===== src/dsor_defs.svh =====
// register indices, field positions, reset values and timing constants of the soft-off ramp
`ifndef DSOR_DEFS_SVH
`define DSOR_DEFS_SVH

// register indices, byte address is four times the index
`define DSOR_IDX_PAGE      14'h0008
`define DSOR_IDX_SYNC      14'h003b
`define DSOR_IDX_RAMP      14'h0580
`define DSOR_IDX_TRIG      14'h0581
`define DSOR_IDX_SOFTON    14'h0582
`define DSOR_IDX_STATUS    14'h05f0

// output_ramp_control fields
`define DSOR_RAMP_EN_BIT   7
`define DSOR_RATE_MSB      2
`define DSOR_RAMP_MASK     8'h87
`define DSOR_RAMP_RST      8'h00

// soft_off_trigger_enables fields
`define DSOR_TRIG_SHORT    7
`define DSOR_TRIG_LONG     6
`define DSOR_TRIG_LINK     3
`define DSOR_TRIG_ROT      2
`define DSOR_TRIG_TXEN     1
`define DSOR_TRIG_FORCE    0
`define DSOR_TRIG_MASK     8'hce
`define DSOR_TRIG_RST      8'hc6

// soft-on register fields
`define DSOR_ON_FORCE      7
`define DSOR_ON_LONG       6
`define DSOR_ON_LONG_RST   1'b1

// page select and synchronisation control
`define DSOR_PAGE_RST      8'h01
`define DSOR_SYNC_ROT_BIT  0
`define DSOR_SYNC_RST      1'b0

// status fields
`define DSOR_ST_RAMPING    6

// gain ramp: 32 steps over 2^(code+8) clocks, so one step lasts 2^(code+3)
`define DSOR_GAIN_W        6
`define DSOR_GAIN_FULL     6'h20
`define DSOR_GAIN_ZERO     6'h00
`define DSOR_GAIN_ONE      6'h01
`define DSOR_STEP_SHIFT    4'h3
`define DSOR_CNT_W         10
`define DSOR_CNT_ONE       10'h001

`endif


===== src/dsor_pkg.sv =====
// types shared by the soft-off ramp modules
`default_nettype none

package dsor_pkg;

  // gain ramp sequencer states
  typedef enum logic [1:0] {
    DSOR_ON,
    DSOR_DOWN,
    DSOR_OFF,
    DSOR_UP
  } dsor_state_t;

  // decoded register selection
  typedef enum logic [2:0] {
    DSOR_SEL_NONE,
    DSOR_SEL_PAGE,
    DSOR_SEL_SYNC,
    DSOR_SEL_RAMP,
    DSOR_SEL_TRIG,
    DSOR_SEL_SOFTON,
    DSOR_SEL_STATUS
  } dsor_sel_t;

endpackage

`default_nettype wire


===== src/dsor_sync.sv =====
// three-flop pin synchroniser with agreement filter
`default_nettype none

module dsor_sync (
  // clock and reset
  input  wire logic mclk,
  input  wire logic rst,
  // asynchronous pin and its filtered level
  input  wire logic pin,
  output logic      level_q
);

  logic s1_q;
  logic s2_q;
  logic s3_q;

  // metastability chain, first stage feeds only the second
  always_ff @(posedge mclk or posedge rst)
  begin
    if (rst)
    begin
      s1_q <= 1'b0;
      s2_q <= 1'b0;
      s3_q <= 1'b0;
    end
    else
    begin
      s1_q <= pin;
      s2_q <= s1_q;
      s3_q <= s2_q;
    end
  end

  // a change counts only once stages two and three agree
  always_ff @(posedge mclk or posedge rst)
  begin
    if (rst)
      level_q <= 1'b0;
    else if (s2_q == s3_q)
      level_q <= s3_q;
  end

endmodule

`default_nettype wire


===== src/dsor_ramp.sv =====
// gain ramp sequencer for one main converter
`include "dsor_defs.svh"
`default_nettype none

module dsor_ramp
  import dsor_pkg::*;
(
  // clock and reset
  input  wire logic                    mclk,
  input  wire logic                    rst,
  // control
  input  wire logic                    ramp_enable,
  input  wire logic [2:0]              ramp_rate_code,
  input  wire logic                    off_req,
  input  wire logic                    on_req,
  // state
  output logic [`DSOR_GAIN_W-1:0]      gain_q,
  output logic                         ramping
);

  dsor_state_t             state_q;
  dsor_state_t             state_d;
  logic [`DSOR_CNT_W-1:0]  cnt_q;
  logic [`DSOR_CNT_W-1:0]  step_len;
  logic                    step_last;

  // one step lasts 2^(code+3) clocks, 32 of them give 2^(code+8)
  assign step_len  = `DSOR_CNT_ONE << ({1'b0, ramp_rate_code} + `DSOR_STEP_SHIFT);
  assign step_last = (cnt_q == (step_len - `DSOR_CNT_ONE));
  assign ramping   = (state_q == DSOR_DOWN) || (state_q == DSOR_UP);

  // sequencer; nothing moves while the enable is low
  always_comb
  begin
    state_d = state_q;
    case (state_q)
      DSOR_ON:
        if (ramp_enable && off_req)
          state_d = DSOR_DOWN;
      DSOR_DOWN:
        if (ramp_enable && step_last && gain_q == `DSOR_GAIN_ONE)
          state_d = DSOR_OFF;
      DSOR_OFF:
        if (ramp_enable && on_req)  // off triggers ignored here
          state_d = DSOR_UP;
      DSOR_UP:
        if (ramp_enable && off_req)
          state_d = DSOR_DOWN;
        else if (ramp_enable && step_last && gain_q == `DSOR_GAIN_FULL - `DSOR_GAIN_ONE)
          state_d = DSOR_ON;
      default:
        state_d = DSOR_ON;
    endcase
  end

  // state register
  always_ff @(posedge mclk or posedge rst)
  begin
    if (rst)
      state_q <= DSOR_ON;
    else
      state_q <= state_d;
  end

  // step timer restarts on every direction change so each step is full length
  always_ff @(posedge mclk or posedge rst)
  begin
    if (rst)
      cnt_q <= '0;
    else if (!ramping || !ramp_enable || state_d != state_q || step_last)
      cnt_q <= '0;
    else
      cnt_q <= cnt_q + `DSOR_CNT_ONE;
  end

  // gain moves one of 32 equal steps at the end of each step period;
  // the last step lands together with the state change, only a reversal skips it
  always_ff @(posedge mclk or posedge rst)
  begin
    if (rst)
      gain_q <= `DSOR_GAIN_FULL;
    else if (ramp_enable && step_last && !(state_q == DSOR_UP && state_d == DSOR_DOWN))
    begin
      if (state_q == DSOR_DOWN)
        gain_q <= gain_q - `DSOR_GAIN_ONE;
      else if (state_q == DSOR_UP)
        gain_q <= gain_q + `DSOR_GAIN_ONE;
    end
  end

endmodule

`default_nettype wire


===== src/dsor_top.sv =====
// soft-off gain ramp controller with APB register slave, paged per main converter
`include "dsor_defs.svh"
`default_nettype none

module dsor_top
  import dsor_pkg::*;
#(
  parameter int NUM_DAC = 2
) (
  // clock and reset
  input  wire logic                          mclk,
  input  wire logic                          rst,
  // apb slave
  input  wire logic                          psel,
  input  wire logic                          penable,
  input  wire logic                          pwrite,
  input  wire logic [31:0]                   paddr,
  input  wire logic [31:0]                   pwdata,
  output logic                               pready,
  output logic [31:0]                        prdata,
  output logic                               pslverr,
  // error sources on mclk
  input  wire logic [NUM_DAC-1:0]            short_power_error,
  input  wire logic [NUM_DAC-1:0]            long_power_error,
  input  wire logic                          link_error,
  input  wire logic                          sync_rotation,
  // asynchronous pins
  input  wire logic [NUM_DAC-1:0]            transmit_enable_input,
  // gain to the datapath
  output logic [NUM_DAC*`DSOR_GAIN_W-1:0]    gain_level,
  output logic [NUM_DAC-1:0]                 ramp_active
);

  // map a word address onto a register
  function automatic dsor_sel_t reg_sel(input logic [31:0] addr);
    logic [13:0] idx;
    idx = addr[15:2];
    reg_sel = DSOR_SEL_NONE;
    if (addr[31:16] == 16'h0000 && addr[1:0] == 2'h0)
    begin
      case (idx)
        `DSOR_IDX_PAGE:   reg_sel = DSOR_SEL_PAGE;
        `DSOR_IDX_SYNC:   reg_sel = DSOR_SEL_SYNC;
        `DSOR_IDX_RAMP:   reg_sel = DSOR_SEL_RAMP;
        `DSOR_IDX_TRIG:   reg_sel = DSOR_SEL_TRIG;
        `DSOR_IDX_SOFTON: reg_sel = DSOR_SEL_SOFTON;
        `DSOR_IDX_STATUS: reg_sel = DSOR_SEL_STATUS;
        default:          reg_sel = DSOR_SEL_NONE;
      endcase
    end
  endfunction

  // lowest selected converter answers paged reads
  function automatic int first_page(input logic [NUM_DAC-1:0] pg);
    first_page = 0;
    for (int k = NUM_DAC - 1; k >= 0; k--)
    begin
      if (pg[k])
        first_page = k;
    end
  endfunction

  // shared registers
  logic [NUM_DAC-1:0]        page_q;
  logic                      sync_rot_en_q;

  // per-converter registers, arrays indexed by converter
  logic [7:0]                ramp_ctrl_q [NUM_DAC];
  logic [7:0]                trig_en_q   [NUM_DAC];
  logic [NUM_DAC-1:0]        softon_long_q;
  logic [NUM_DAC-1:0]        force_off_q;
  logic [NUM_DAC-1:0]        force_on_q;
  logic [NUM_DAC-1:0]        off_by_long_q;
  logic [NUM_DAC-1:0]        txen_level;
  logic [NUM_DAC-1:0]        txen_prev_q;
  logic [`DSOR_GAIN_W-1:0]   gain      [NUM_DAC];
  logic [NUM_DAC-1:0]        ramping;

  // bus decode
  dsor_sel_t                 sel;
  logic                      wr_en;
  logic                      setup;
  logic [31:0]               prdata_q;
  logic                      pslverr_q;
  logic [31:0]               rd_word;
  int                        rd_dac;

  assign sel     = reg_sel(paddr);
  assign setup   = psel && !penable;
  assign wr_en   = psel && penable && pwrite && (sel != DSOR_SEL_NONE);
  assign pready  = 1'b1;  // zero wait: read data is captured in the setup cycle
  assign prdata  = prdata_q;
  assign pslverr = pslverr_q;
  assign rd_dac  = first_page(page_q);

  // shared page select and sync control
  always_ff @(posedge mclk or posedge rst)
  begin
    if (rst)
    begin
      page_q        <= NUM_DAC'(`DSOR_PAGE_RST);
      sync_rot_en_q <= `DSOR_SYNC_RST;
    end
    else if (wr_en)
    begin
      if (sel == DSOR_SEL_PAGE)
        page_q <= pwdata[NUM_DAC-1:0];
      if (sel == DSOR_SEL_SYNC)
        sync_rot_en_q <= pwdata[`DSOR_SYNC_ROT_BIT];
    end
  end

  // read mux, reserved bits read zero
  always_comb
  begin
    rd_word = 32'h0000_0000;
    case (sel)
      DSOR_SEL_PAGE:   rd_word[NUM_DAC-1:0] = page_q;
      DSOR_SEL_SYNC:   rd_word[`DSOR_SYNC_ROT_BIT] = sync_rot_en_q;
      DSOR_SEL_RAMP:   rd_word[7:0] = ramp_ctrl_q[rd_dac];
      DSOR_SEL_TRIG:   rd_word[7:0] = trig_en_q[rd_dac];
      DSOR_SEL_SOFTON: rd_word[`DSOR_ON_LONG] = softon_long_q[rd_dac];
      DSOR_SEL_STATUS:
      begin
        rd_word[`DSOR_GAIN_W-1:0]  = gain[rd_dac];
        rd_word[`DSOR_ST_RAMPING]  = ramping[rd_dac];
      end
      default:         rd_word = 32'h0000_0000;
    endcase
  end

  // read data and error are registered in the setup cycle, stable in access
  always_ff @(posedge mclk or posedge rst)
  begin
    if (rst)
    begin
      prdata_q  <= 32'h0000_0000;
      pslverr_q <= 1'b0;
    end
    else if (setup)
    begin
      prdata_q  <= pwrite ? 32'h0000_0000 : rd_word;
      pslverr_q <= (sel == DSOR_SEL_NONE);
    end
  end

  genvar i;
  generate
    for (i = 0; i < NUM_DAC; i++)
    begin : g_dac
      logic page_wr;
      logic off_trig;
      logic long_trig;
      logic on_req;
      logic at_full;
      logic at_zero;

      // a write reaches every converter whose page bit is set
      assign page_wr = wr_en && page_q[i];
      assign at_full = (gain[i] == `DSOR_GAIN_FULL);
      assign at_zero = (gain[i] == `DSOR_GAIN_ZERO);

      // ramp control and trigger enables, reserved bits held at zero
      always_ff @(posedge mclk or posedge rst)
      begin
        if (rst)
        begin
          ramp_ctrl_q[i]   <= `DSOR_RAMP_RST;
          trig_en_q[i]     <= `DSOR_TRIG_RST;
          softon_long_q[i] <= `DSOR_ON_LONG_RST;
        end
        else if (page_wr)
        begin
          if (sel == DSOR_SEL_RAMP)
            ramp_ctrl_q[i] <= pwdata[7:0] & `DSOR_RAMP_MASK;
          if (sel == DSOR_SEL_TRIG)
            trig_en_q[i] <= pwdata[7:0] & `DSOR_TRIG_MASK;
          if (sel == DSOR_SEL_SOFTON)
            softon_long_q[i] <= pwdata[`DSOR_ON_LONG];
        end
      end

      // force bits are write-one pulses; they never read back as one
      always_ff @(posedge mclk or posedge rst)
      begin
        if (rst)
        begin
          force_off_q[i] <= 1'b0;
          force_on_q[i]  <= 1'b0;
        end
        else
        begin
          force_off_q[i] <= page_wr && sel == DSOR_SEL_TRIG && pwdata[`DSOR_TRIG_FORCE];
          force_on_q[i]  <= page_wr && sel == DSOR_SEL_SOFTON && pwdata[`DSOR_ON_FORCE];
        end
      end

      // pin crossing with agreement filter before edge detection
      dsor_sync u_txen_sync (
        .mclk    (mclk),
        .rst     (rst),
        .pin     (transmit_enable_input[i]),
        .level_q (txen_level[i])
      );

      // previous filtered level for falling-edge detection
      always_ff @(posedge mclk or posedge rst)
      begin
        if (rst)
          txen_prev_q[i] <= 1'b0;
        else
          txen_prev_q[i] <= txen_level[i];
      end

      assign long_trig = trig_en_q[i][`DSOR_TRIG_LONG] && long_power_error[i];

      // soft-off sources; none counts once the gain is already zero
      assign off_trig = !at_zero && (
          (trig_en_q[i][`DSOR_TRIG_SHORT] && short_power_error[i])
        || long_trig
        || (trig_en_q[i][`DSOR_TRIG_LINK] && link_error)
        || (trig_en_q[i][`DSOR_TRIG_ROT] && sync_rot_en_q && sync_rotation)
        || (trig_en_q[i][`DSOR_TRIG_TXEN] && txen_prev_q[i] && !txen_level[i])
        || (force_off_q[i] && at_full));

      // remember an off caused by the long error so it can undo itself
      always_ff @(posedge mclk or posedge rst)
      begin
        if (rst)
          off_by_long_q[i] <= 1'b0;
        else if (long_trig && !at_zero)
          off_by_long_q[i] <= 1'b1;  // set wins over clear
        else if (on_req)
          off_by_long_q[i] <= 1'b0;
      end

      // soft on by software at zero gain, or when the long error clears
      assign on_req = at_zero && ((force_on_q[i])
        || (softon_long_q[i] && off_by_long_q[i] && !long_power_error[i]));

      dsor_ramp u_ramp (
        .mclk           (mclk),
        .rst            (rst),
        .ramp_enable    (ramp_ctrl_q[i][`DSOR_RAMP_EN_BIT]),
        .ramp_rate_code (ramp_ctrl_q[i][`DSOR_RATE_MSB:0]),
        .off_req        (off_trig),
        .on_req         (on_req),
        .gain_q         (gain[i]),
        .ramping        (ramping[i])
      );

      assign gain_level[i*`DSOR_GAIN_W +: `DSOR_GAIN_W] = gain[i];
      assign ramp_active[i] = ramping[i];
    end
  endgenerate

endmodule

`default_nettype wire


===== config.mk =====
export PLATFORM = sky130hd
export DESIGN_NAME = dsor_top
export DESIGN_NICKNAME = d
export VERILOG_FILES = /design/src/dsor_pkg.sv /design/src/dsor_sync.sv /design/src/dsor_ramp.sv /design/src/dsor_top.sv
export VERILOG_INCLUDE_DIRS = /design/src
export SDC_FILE = /design/constraint.sdc
export NUM_CORES = 1
export LEC_CHECK = 0
export BUFFER_PORTS_ARGS = -buffer_cell sky130_fd_sc_hd__buf_2
export CAP_MARGIN = 0
export CORE_MARGIN = 2
export CORE_UTILIZATION = 40
export CTS_BUF_LIST = sky130_fd_sc_hd__clkbuf_4
export CTS_CLUSTER_SIZE = 40
export DETAILED_ROUTE_END_ITERATION = 8
export SLEW_MARGIN = 40
export SYNTH_ARGS = -nofsm -noshare
export SYNTH_HDL_FRONTEND = slang
export SYNTH_HIERARCHICAL = 1
export SYNTH_SLANG_ARGS = --single-unit

===== constraint.sdc =====
create_clock -name mclk -period 2.3 [get_ports mclk]
set_input_delay 0.575 -clock mclk [delete_from_list [all_inputs] [get_ports mclk]]
set_output_delay 0.575 -clock mclk [all_outputs]
set_load 0.05 [all_outputs]

# After elaboration in Yosys (flattened, before gate mapping)

Cells that the tools add are included.

Multipliers: 0
Bitwise gates (word level): 1
Mux-type cells: 47
Shifts and indexed selects: 2
Order comparisons: 2
Reductions and logical operators: 110
Div/mod/pow operators: 0
Eq/ne operators: 32
Add/subtract/negate cells: 10

Operator list:

| kind                  | count |
|---|---|
| $eq 14x11->1 const B  | 4 |
| $mux 8                | 7 |
| $logic_and 1x1->1     | 55 |
| $mux 6                | 7 |
| $ge 32x2->1 const B   | 1 |
| $lt 32x3->1 const B   | 1 |
| $mux 32               | 1 |
| $not 32->32           | 1 |
| $add 10x1->10 const B | 2 |
| $eq 10x10->1          | 2 |
| $logic_or 1x1->1      | 20 |
| $mux 10               | 2 |
| $mux 2                | 10 |
| $reduce_and 2->1      | 10 |
| $shl 1x4->10 const A  | 2 |
| $sub 10x1->10 const B | 2 |
| $pmux 3 s6            | 1 |
| $logic_not 16->1      | 1 |
| $pmux 2 s4            | 2 |
| $eq 14x4->1 const B   | 1 |
| $eq 14x6->1 const B   | 1 |
| $logic_not 1->1       | 13 |
| $add 6x1->6 const B   | 2 |
| $eq 6x1->1 const B    | 2 |
| other kinds (22)      | 54 |

Memory bits (writable): 0
Bits in read-only memories: 0
Output and inout bits: 48
Memories: 0
Bits in registers: 108
Bits in latches: 0
Bits of input ports: 77

# Logic depth before layout (Yosys ltp)

Gate-level depths: netlist (run 1).

Word-level depth: 15
Mapped depth: 9
Gate-level depth less buffers: 9

# Hierarchy

Netlist (run 1), hierarchy kept.

By module, submodules not included:

| module                       | times used | area each (um2) | seq. area each (um2) | cells an instance |
|---|---|---|---|---|
| dsor_top                     | 1          | 2581.2          | 1014.7               | 257 |
| dsor_ramp at g_dac[1].u_ramp | 1          | 1261.2          | 451.7                | 141 |
| dsor_ramp at g_dac[0].u_ramp | 1          | 1243.7          | 451.7                | 136 |
| dsor_sync                    | 2          | 115.1           | 100.1                | 6 |

# Worst setup path before layout (run 1)

Ideal clock, no wire load.

Path type: register to register
Start: register g_dac[1].u_ramp.gain_q[3]
End: register g_dac[1].u_ramp.state_q[1]
Setup time: 0.065 ns
Clock period less this slack: 2.610 ns
Required time: 2.235 ns
Stages on the path, launching flop included: 10
Slack: -0.310 ns
Arrival: 2.545 ns
Path through: dfrtp_1 -> or4_1 -> or3_1 -> inv_1 -> a31oi_1 -> o311a_1 -> a21oi_1 -> nor2_1 -> a311oi_1 -> a21o_1

Word-level cells in the longest chain between the ends: 7
Elaborated cells between the ends (all ways): 19
Those cells by class: eq/ne: 3; mux: 6; reduce/logical: 10

Ends and longest elaborated chain:

| what                             | line                             | text |
|---|---|---|
| start, declared                  | dsor_ramp.sv:17                  | `` output logic [`DSOR_GAIN_W-1:0] gain_q, `` |
| start signal, assigned           | dsor_ramp.sv:81                  | `` gain_q <= `DSOR_GAIN_FULL; `` |
| start signal, assigned           | dsor_ramp.sv:85                  | `` gain_q <= gain_q - `DSOR_GAIN_ONE; `` |
| start signal, assigned           | dsor_ramp.sv:87                  | `` gain_q <= gain_q + `DSOR_GAIN_ONE; `` |
| $eq 6x6->1 (no line)             | n/a                              |  |
| $logic_and 1x1->1                | dsor_top.sv:224                  | `\|\| (force_off_q[i] && at_full));` |
| $logic_or 1x1->1                 | dsor_top.sv:219                  | `` (trig_en_q[i][`DSOR_TRIG_SHORT] && short_power_error[i]) `` |
| $logic_and 1x1->1 *              | dsor_top.sv:218                  | `assign off_trig = !at_zero && (` |
| via g_dac[1].off_trig            | dsor_top.sv:152                  | `logic off_trig;` |
| $logic_and 1x1->1 *              | dsor_ramp.sv:38, dsor_ramp.sv:47 |  |
| $mux 2, on equally long branches | dsor_ramp.sv:47, dsor_ramp.sv:38 |  |
| $pmux 2 s4 *                     | dsor_ramp.sv:36                  | `case (state_q)` |
| via g_dac[1].u_ramp.state_d[1]   | dsor_ramp.sv:22                  | `dsor_state_t state_d;` |
| end signal, assigned             | dsor_ramp.sv:62                  | `state_q <= state_d;` |
| end, declared                    | dsor_ramp.sv:21                  | `dsor_state_t state_q;` |

The timed path passes the listed nets; every way through them passes the cells marked *.
A chain may end at the register's enable or synchronous reset.

# Worst setup path in the final report (run 1)

Start: register g_dac[1].u_ramp.gain_q[3]
End: register g_dac[1].u_ramp.state_q[1]

Elaborated cells between the ends (all ways): 19
Those cells by class: eq/ne: 3; mux: 6; reduce/logical: 10

RTL lines:

| what                           | line            | text |
|---|---|---|
| $logic_not 6->1 (no line)      | n/a             |  |
| $logic_and 1x1->1              | dsor_top.sv:238 | `assign on_req = at_zero && ((force_on_q[i])` |
| via g_dac[1].on_req            | dsor_top.sv:154 | `logic on_req;` |
| $logic_and 1x1->1              | dsor_ramp.sv:44 | `if (ramp_enable && on_req)` |
| $mux 2                         | dsor_ramp.sv:44 |  |
| $pmux 2 s4                     | dsor_ramp.sv:36 |  |
| via g_dac[1].u_ramp.state_d[1] | dsor_ramp.sv:22 |  |

The timed path passes the listed nets, and every way through them passes these cells.

==> impl_metrics.csv, run 1 <==
group,metric,value,unit
sta,setup_viol,1,
clock_tree,cts.path.max_buffers,2,
global_route,grt_pass1_vias,4404,
finish,fin_nets,751,
synthesis,ys_seq_elements,84,
sta,drv_slew,0,
drt,wl_met2,6670,um
finish,drive_gt1_share,36.02,%
finish,fin_util,48.85,%
power,p_leak,2.848,nW
synthesis,synth_flop_cell,"dfrtp_1",
clock_tree,cts-root-buf,"clkbuf_4",
global_route,overflow,0,
floorplan,dieArea,14230,um2
placed_design,portBuffers,73,
placed_design,post-place-ws,-0.3654,ns
power,powerDensity,433.7,nW/um2
job,drv_cap,0,
sta,worstMarginPinSlew,0.6912,ns
sta,setup_ws,-0.01054,ns
global_route,grt_pass1_wl,21820,um
synthesis,synth_edf_count,0,
finish,finalNonFillerCells,846,
drt,routed_wl,13330,um
clock_tree,clkTransAtPathRegs,0.13,ns
finish,areaGrowthSynthToFinish,20.24,%
drt,met1_length,5844,um
synthesis,ys_types,81,
power,switchingPower,755.8,uW
placed_design,finalWeightedCongestion,0.8469,
sta,period_needed,2.311,ns
drt,dr_wl_met3,426,um
clock_tree,cts-buffers-inserted,9,
drt,dr.pass1.iters,5,
sta,whs,0.04116,ns
floorplan,ios,125,
setup_path,crit_required,2.67,ns
power,peakVddDrop,0.2771,mV
synthesis,synth_seq_area_share,39.84,%
finish,mostFrequentLayoutCell,"buf_2",
setup_path,crit_chain,"or4_4 -> or3_4 -> buf_4 -> nor2_2 -> nand3b_1 -> nand2_1 -> a21oi_2 -> nor2_1 -> a311oi_1 -> a21o_1",
placed_design,hpwlAfterDp,10140,um
synthesis,netlist_instances,546,
global_route,grt_max_degree,41,
floorplan,die_h,119.3,um
power,swShare,27.27,%
setup_path,cp-end-kind,"flop",
drt,num_vias,4451,
sta,timing_hold_violations_final,0,
synthesis,synth_top_area_share,33.42,%
synthesis,async_flop_share,100.0,%
drt,drcViolationCount,0,
sta,fin_crit_sh,100.5,%
clock_tree,insertion_delay,0.47,ns
placed_design,place_inst,826,
run_status,status,"finished with violations",
synthesis,synth.top_cells.by_area,"dfrtp_1, dfstp_2, mux2_2",
floorplan,core_area,13090,um2
synthesis,yosys_warnings,6,
global_route,grt_usage,19.43,%
sta,skew,0.009070,ns
power,p_int,2.016,mW
global_route,antenna_found_initial,1,
clock_tree,htree_num_levels,3,
setup_path,worst_ep_arrival_time,2.68,ns
drt,viasPerCell,5.261,
floorplan,row_count,42,
setup_path,crit_fanout,3,
drt,initialDrtViolationCount,396,
worst_hold_path,hold_class,"input port to asynchronous set/reset pin",
power,clkPwrFrac,36.0,%
floorplan,start_util,40.63,%
power,totalPowerFinal,2.772,mW
clock_tree,cts_sinks,84,
drt,postRouteAntennaNets,0,
power,power_frac_comb,9.9,%
sta,fmax,432.8,MHz
setup_path,cp_slowest_stage_delay,0.54,ns
floorplan,die_w,119.3,um
synthesis,synth_area_leader_cell,"dfrtp_1",
power,pwr-share-seq,54.2,%
finish,mostFrequentLayoutCells,"buf_2, dfrtp_1, nor2_1, buf_4, nand2_1",
setup_path,worstSetupPathType,"flop to flop",
setup_path,cpMaxStageDelayCell,"or4_4",
clock_tree,cts_tree,"yes",
drt,wl_per_cell,15.76,um
sta,rsz0062_at_grt,"true",
setup_path,critPathLaunchType,"flop",
synthesis,avgSynthCellArea,9.737,um2
sta,relSlewSlack,53.63,%
run_status,violations,"setup timing",
synthesis,synth_area,5316,um2
drt,top_layer,"met4",
==> final timing paths <==
kind                                                        from                                    to  slack [ns]  cells after the start
max                        g_dac[1].u_ramp/gain_q[3]$_DFFE_PP0P_  g_dac[1].u_ramp/state_q[1]$_DFF_PP0_       -0.01                     10
min                                                          rst   g_dac[0].u_txen_sync/s1_q$_DFF_PP0_        0.04                      2
max reg2reg                g_dac[1].u_ramp/gain_q[3]$_DFFE_PP0P_  g_dac[1].u_ramp/state_q[1]$_DFF_PP0_       -0.01                     10
min reg2reg                  g_dac[1].u_txen_sync/s1_q$_DFF_PP0_   g_dac[1].u_txen_sync/s2_q$_DFF_PP0_        0.36                      0
max in group asynchronous                                    rst             trig_en_q[14]$_DFFE_PP1P_        1.65                      3
min in group mclk                       transmit_enable_input[1]   g_dac[1].u_txen_sync/s1_q$_DFF_PP0_        0.20                      1
==> cells by family (layout without fill, tap and decap cells) <==
logic type | after synthesis | in the layout | synth area share (%)
AOI/OAI and AO/OA | 88 | 88 | 12.12
xor gates and xnor gates | 34 | 34 | 5.601
adders and majority gates | 12 | 12 | 2.777
buffers and inverters | 63 | 160 | 7.201
DFF | 84 | 84 | 39.84
muxes | 48 | 48 | 9.838
other | 4 | 30 | 0.2823
and+or+nand+nor | 213 | 214 | 22.33
==> state kept, by name, summed over array words and instances (netlist names), 4 cells and up <==
signal	flops
g_dac.u_ramp/cnt_q	20
g_dac.u_ramp/gain_q	12
trig_en_q	10
prdata	8
ramp_ctrl_q	8
g_dac.u_ramp/state_q	4
==> layout make-up <==
cell class | instances | area (um2)
Antenna cell | 1 | 2.502
Clock buffer | 10 | 75.07
Clock inverter | 6 | 88.84
Fill cell | 1223 | 6693
Inverter | 19 | 71.32
Multi-Input combinational cell | 425 | 3050
Sequential cell | 84 | 2128
Tap cell | 176 | 220.2
Timing Repair Buffer | 125 | 755.7
==> synthesized netlist by cell type, types with 14 or more instances <==
| cell type | number |
|---|---|
| a31oi_1 | 14 |
| xor2_1 | 17 |
| dfrtp_1 | 71 |
| xnor2_1 | 17 |
| nor2_1 | 56 |
| mux2i_1 | 20 |
| a21oi_1 | 15 |
| inv_1 | 19 |
| nand3_1 | 25 |
| mux2_2 | 24 |
| nand2_1 | 35 |
| buf_4 | 27 |
==> through the flow <==
step / setup TNS (ns) / area (um2)
2_1_floorplan: -1.171 / 5463
3_3_place_gp: -7.295 / 6115
4_1_cts: -0.01893 / 6294
3_5_place_dp: -7.746 / 6115
6_report: -0.01054 / 6392
5_1_grt: -0.6880 / 6392
==> what timing repair did <==
action	in CTS	in global routing
pin swaps	2	8
gates cloned	0	1
setup endpoints to repair	11	34
hold buffers	0	0
gates resized for setup	4	16
hold endpoints to repair	0	0
setup buffers	0	2
==> critical path: cells and delay by family (launching register included) <==
kind            cells  cell delay [ns]
compound gates      3             0.29
buf+inv             1             0.15
simple gates        6             1.36
flops               1             0.43
==> routing by layer <==
layer,track usage (%),vias to the layer above
met5,0,-
met4,8.333,0
met3,3.257,21
met2,32.40,92
met1,24.90,2180
li1,-,2158
==> power groups by stage <==
| stage | combinational, mW | sequential, mW | clock [mW] |
|---|---|---|---|
| after floorplan | 0.197 | 1.54 | 0 |
| after global placement | 0.268 | 1.53 | 0 |
| after detailed placement | 0.273 | 1.53 | 0 |
| after CTS | 0.273 | 1.50 | 1.02 |
| after global routing | 0.297 | 1.50 | 1.08 |
| final | 0.273 | 1.50 | 0.997 |
Power figures use the tool's default switching activity.
==> run 2: changes to the inputs <==
--- a/config.mk
+++ b/config.mk
@@ -18,3 +18,4 @@
 export SYNTH_HDL_FRONTEND = slang
 export SYNTH_HIERARCHICAL = 1
 export SYNTH_SLANG_ARGS = --single-unit
+export TNS_END_PERCENT = 5
==> run 2 against run 1 <==
  * The run still ends with setup timing left
  * Die area is the same
  * Critical path type unchanged
  * Sequential power about the same
  * Count of clock-buffer cells in the layout did not move
  * Largest power group unchanged
==> impl_metrics.csv, run 2 (synthesized netlist as in run 1, its figures left out) <==
group,metric,value,unit
run_status,status,"finished with violations",
run_status,violations,"setup timing",
sta,skew,0.02584,ns
sta,setup_viol,2,
floorplan,start_util,40.63,%
sta,rsz0062_at_grt,"true",
clock_tree,cts_sinks,84,
setup_path,cp-end-kind,"flop",
floorplan,row_count,42,
power,p_leak,2.812,nW
floorplan,ios,125,
setup_path,worst_ep_arrival_time,2.71,ns
job,drv_cap,0,
placed_design,placed_area,6120,um2
drt,viasPerCell,5.294,
drt,initialDrtViolationCount,233,
sta,period_needed,2.315,ns
drt,wl_met2,6421,um
drt,dr_wl_met3,598,um
drt,met1_length,6136,um
clock_tree,clkTransAtPathRegs,0.13,ns
clock_tree,cts_tree,"yes",
setup_path,crit_chain,"or4_4 -> or3_4 -> inv_1 -> a31oi_1 -> o311a_1 -> a21oi_2 -> nor2_1 -> a311oi_1 -> a21o_1",
setup_path,critPathLaunch,"g_dac[1].u_ramp/gain_q[3]$_DFFE_PP0P_",
drt,top_layer,"met5",
setup_path,worstSetupPathType,"flop to flop",
finish,mostFrequentLayoutCell,"buf_2",
power,peakVddDrop,0.2124,mV
floorplan,die_w,119.3,um
sta,fin_crit_sh,100.7,%
finish,fin_area,6322,um2
setup_path,cp_slowest_stage_delay,0.56,ns
floorplan,core_area,13090,um2
drt,wl_per_cell,15.70,um
clock_tree,cts.path.max_buffers,2,
worst_hold_path,hold_class,"input port to flop",
global_route,grt_usage,19.59,%
finish,reg_top3,"g_dac.u_ramp/cnt_q x20, g_dac.u_ramp/gain_q x12, trig_en_q x10",
setup_path,timing.critical_path.buf_inv,1,
finish,mostFrequentLayoutCells,"buf_2, dfrtp_1, buf_4",
floorplan,dieArea,14230,um2
finish,regMostFlops,"g_dac.u_ramp/cnt_q",
sta,whs,0.2146,ns
clock_tree,cts-buffers-inserted,9,
clock_tree,htree_num_levels,3,
floorplan,die_h,119.3,um
setup_path,critPathTopFamily,"simple AND/OR/NAND/NOR gates",
setup_path,crit_required,2.70,ns
drt,drcViolationCount,0,
drt,routed_wl,13340,um
sta,timing_hold_violations_final,0,
global_route,grt_pass1_wl,22110,um
placed_design,portBuffers,73,
global_route,antenna_found_initial,2,
setup_path,crit_fanout,2,
sta,fmax,431.9,MHz
power,powerDensity,420.9,nW/um2
finish,largest_reg_flops,20,
finish,areaGrowthSynthToFinish,18.92,%
global_route,overflow,0,
drt,num_vias,4500,
sta,relSlewSlack,52.83,%
placed_design,hpwlAfterDp,10250,um
finish,finalNonFillerCells,850,
sta,setup_ws,-0.01535,ns
setup_path,reg2reg_from,"g_dac[1].u_ramp/gain_q[3]$_DFFE_PP0P_",
drt,dr.pass1.iters,5,
setup_path,critPathLaunchType,"flop",
finish,num_antenna_cells,0,
placed_design,finalWeightedCongestion,0.8983,
finish,drive_gt1_share,33.68,%
setup_path,cpMaxStageDelayCell,"or4_4",
global_route,grt_max_degree,41,
drt,postRouteAntennaNets,0,
clock_tree,cts-root-buf,"clkbuf_4",
worst_hold_path,hold_start,"transmit_enable_input[1]",
sta,worstMarginPinSlew,0.7068,ns
clock_tree,insertion_delay,0.46,ns
clock_tree,postCtsSetupRepairBufs,0,
setup_path,regToRegSetupSlack,-0.02,ns
sta,drv_slew,0,
global_route,grt_pass1_vias,4495,
finish,fin_nets,756,
placed_design,place_inst,833,
[run 2: cell count changes in the layout (fill, tap and decap cells not counted), sizes merged]
cell / previous run / this run
clkinv: 3 / 1
dlygate4sd3: 0 / 1
bufinv: 2 / 1
buf: 125 / 130
nand2b: 5 / 4
inv: 18 / 19
clkinvlp: 2 / 4
diode: 1 / 0
[run 2: power by group]
| group | internal, mW | leakage (nW) | switching [mW] |
|---|---|---|---|
| Clock | 0.340 | 0.0646 | 0.549 |
| Combinational | 0.0705 | 1.67 | 0.198 |
| Sequential | 1.49 | 1.07 | 0.00967 |
[run 2: metrics by stage]
| step | TNS [ns] | util [%] | power, mW | setup slack, ns |
|---|---|---|---|---|
| floorplan | -5.671 | - | 1.735 | -0.2022 |
| global placement | -8.166 | 46.77 | 1.793 | -0.3731 |
| detailed placement | -9.762 | 46.77 | 1.797 | -0.4107 |
| CTS | -0.02318 | 48.12 | 2.694 | -0.02318 |
| global route | -0.8444 | 48.32 | 2.776 | -0.1178 |
| finish | -0.01830 | 48.32 | 2.661 | -0.01535 |
[run 2: final timing paths]
kind,to,cells after the start
min in group asynchronous,g_dac[1].u_txen_sync/s1_q$_DFF_PP0_,3
max in group asynchronous,g_dac[1].u_ramp/gain_q[1]$_DFFE_PP0P_,3
max reg2reg,g_dac[1].u_ramp/state_q[1]$_DFF_PP0_,9
min reg2reg,g_dac[0].u_txen_sync/s2_q$_DFF_PP0_,0
min,g_dac[1].u_txen_sync/s1_q$_DFF_PP0_,1
max,g_dac[1].u_ramp/state_q[1]$_DFF_PP0_,9
[run 2: layout make-up]
| type | instances | area, um2 |
|---|---|---|
| multi-input combinational | 424 | 2964 |
| inverter | 19 | 71.32 |
| fill | 1244 | 6763 |
| clock inverter | 6 | 65.06 |
| tap | 176 | 220.2 |
| timing repair buffer | 131 | 803.3 |
| sequential | 84 | 2123 |
| clock buffer | 10 | 75.07 |
[run 2: routing by layer]
layer  vias up  global-route usage [%]
met3        18                   3.879
met1      2211                   25.85
met5         -                       0
met4         2                   5.283
met2       105                   32.83
li1       2164                       -
[run 2: what timing repair did]
| item | in CTS | in global routing |
|---|---|---|
| hold buffers | 1 | 0 |
| pin swaps | 3 | 1 |
| gates resized for setup | 7 | 5 |
| hold endpoints to repair | 3 | 0 |
| setup endpoints to repair | 27 | 27 |
| gates cloned | 0 | 0 |
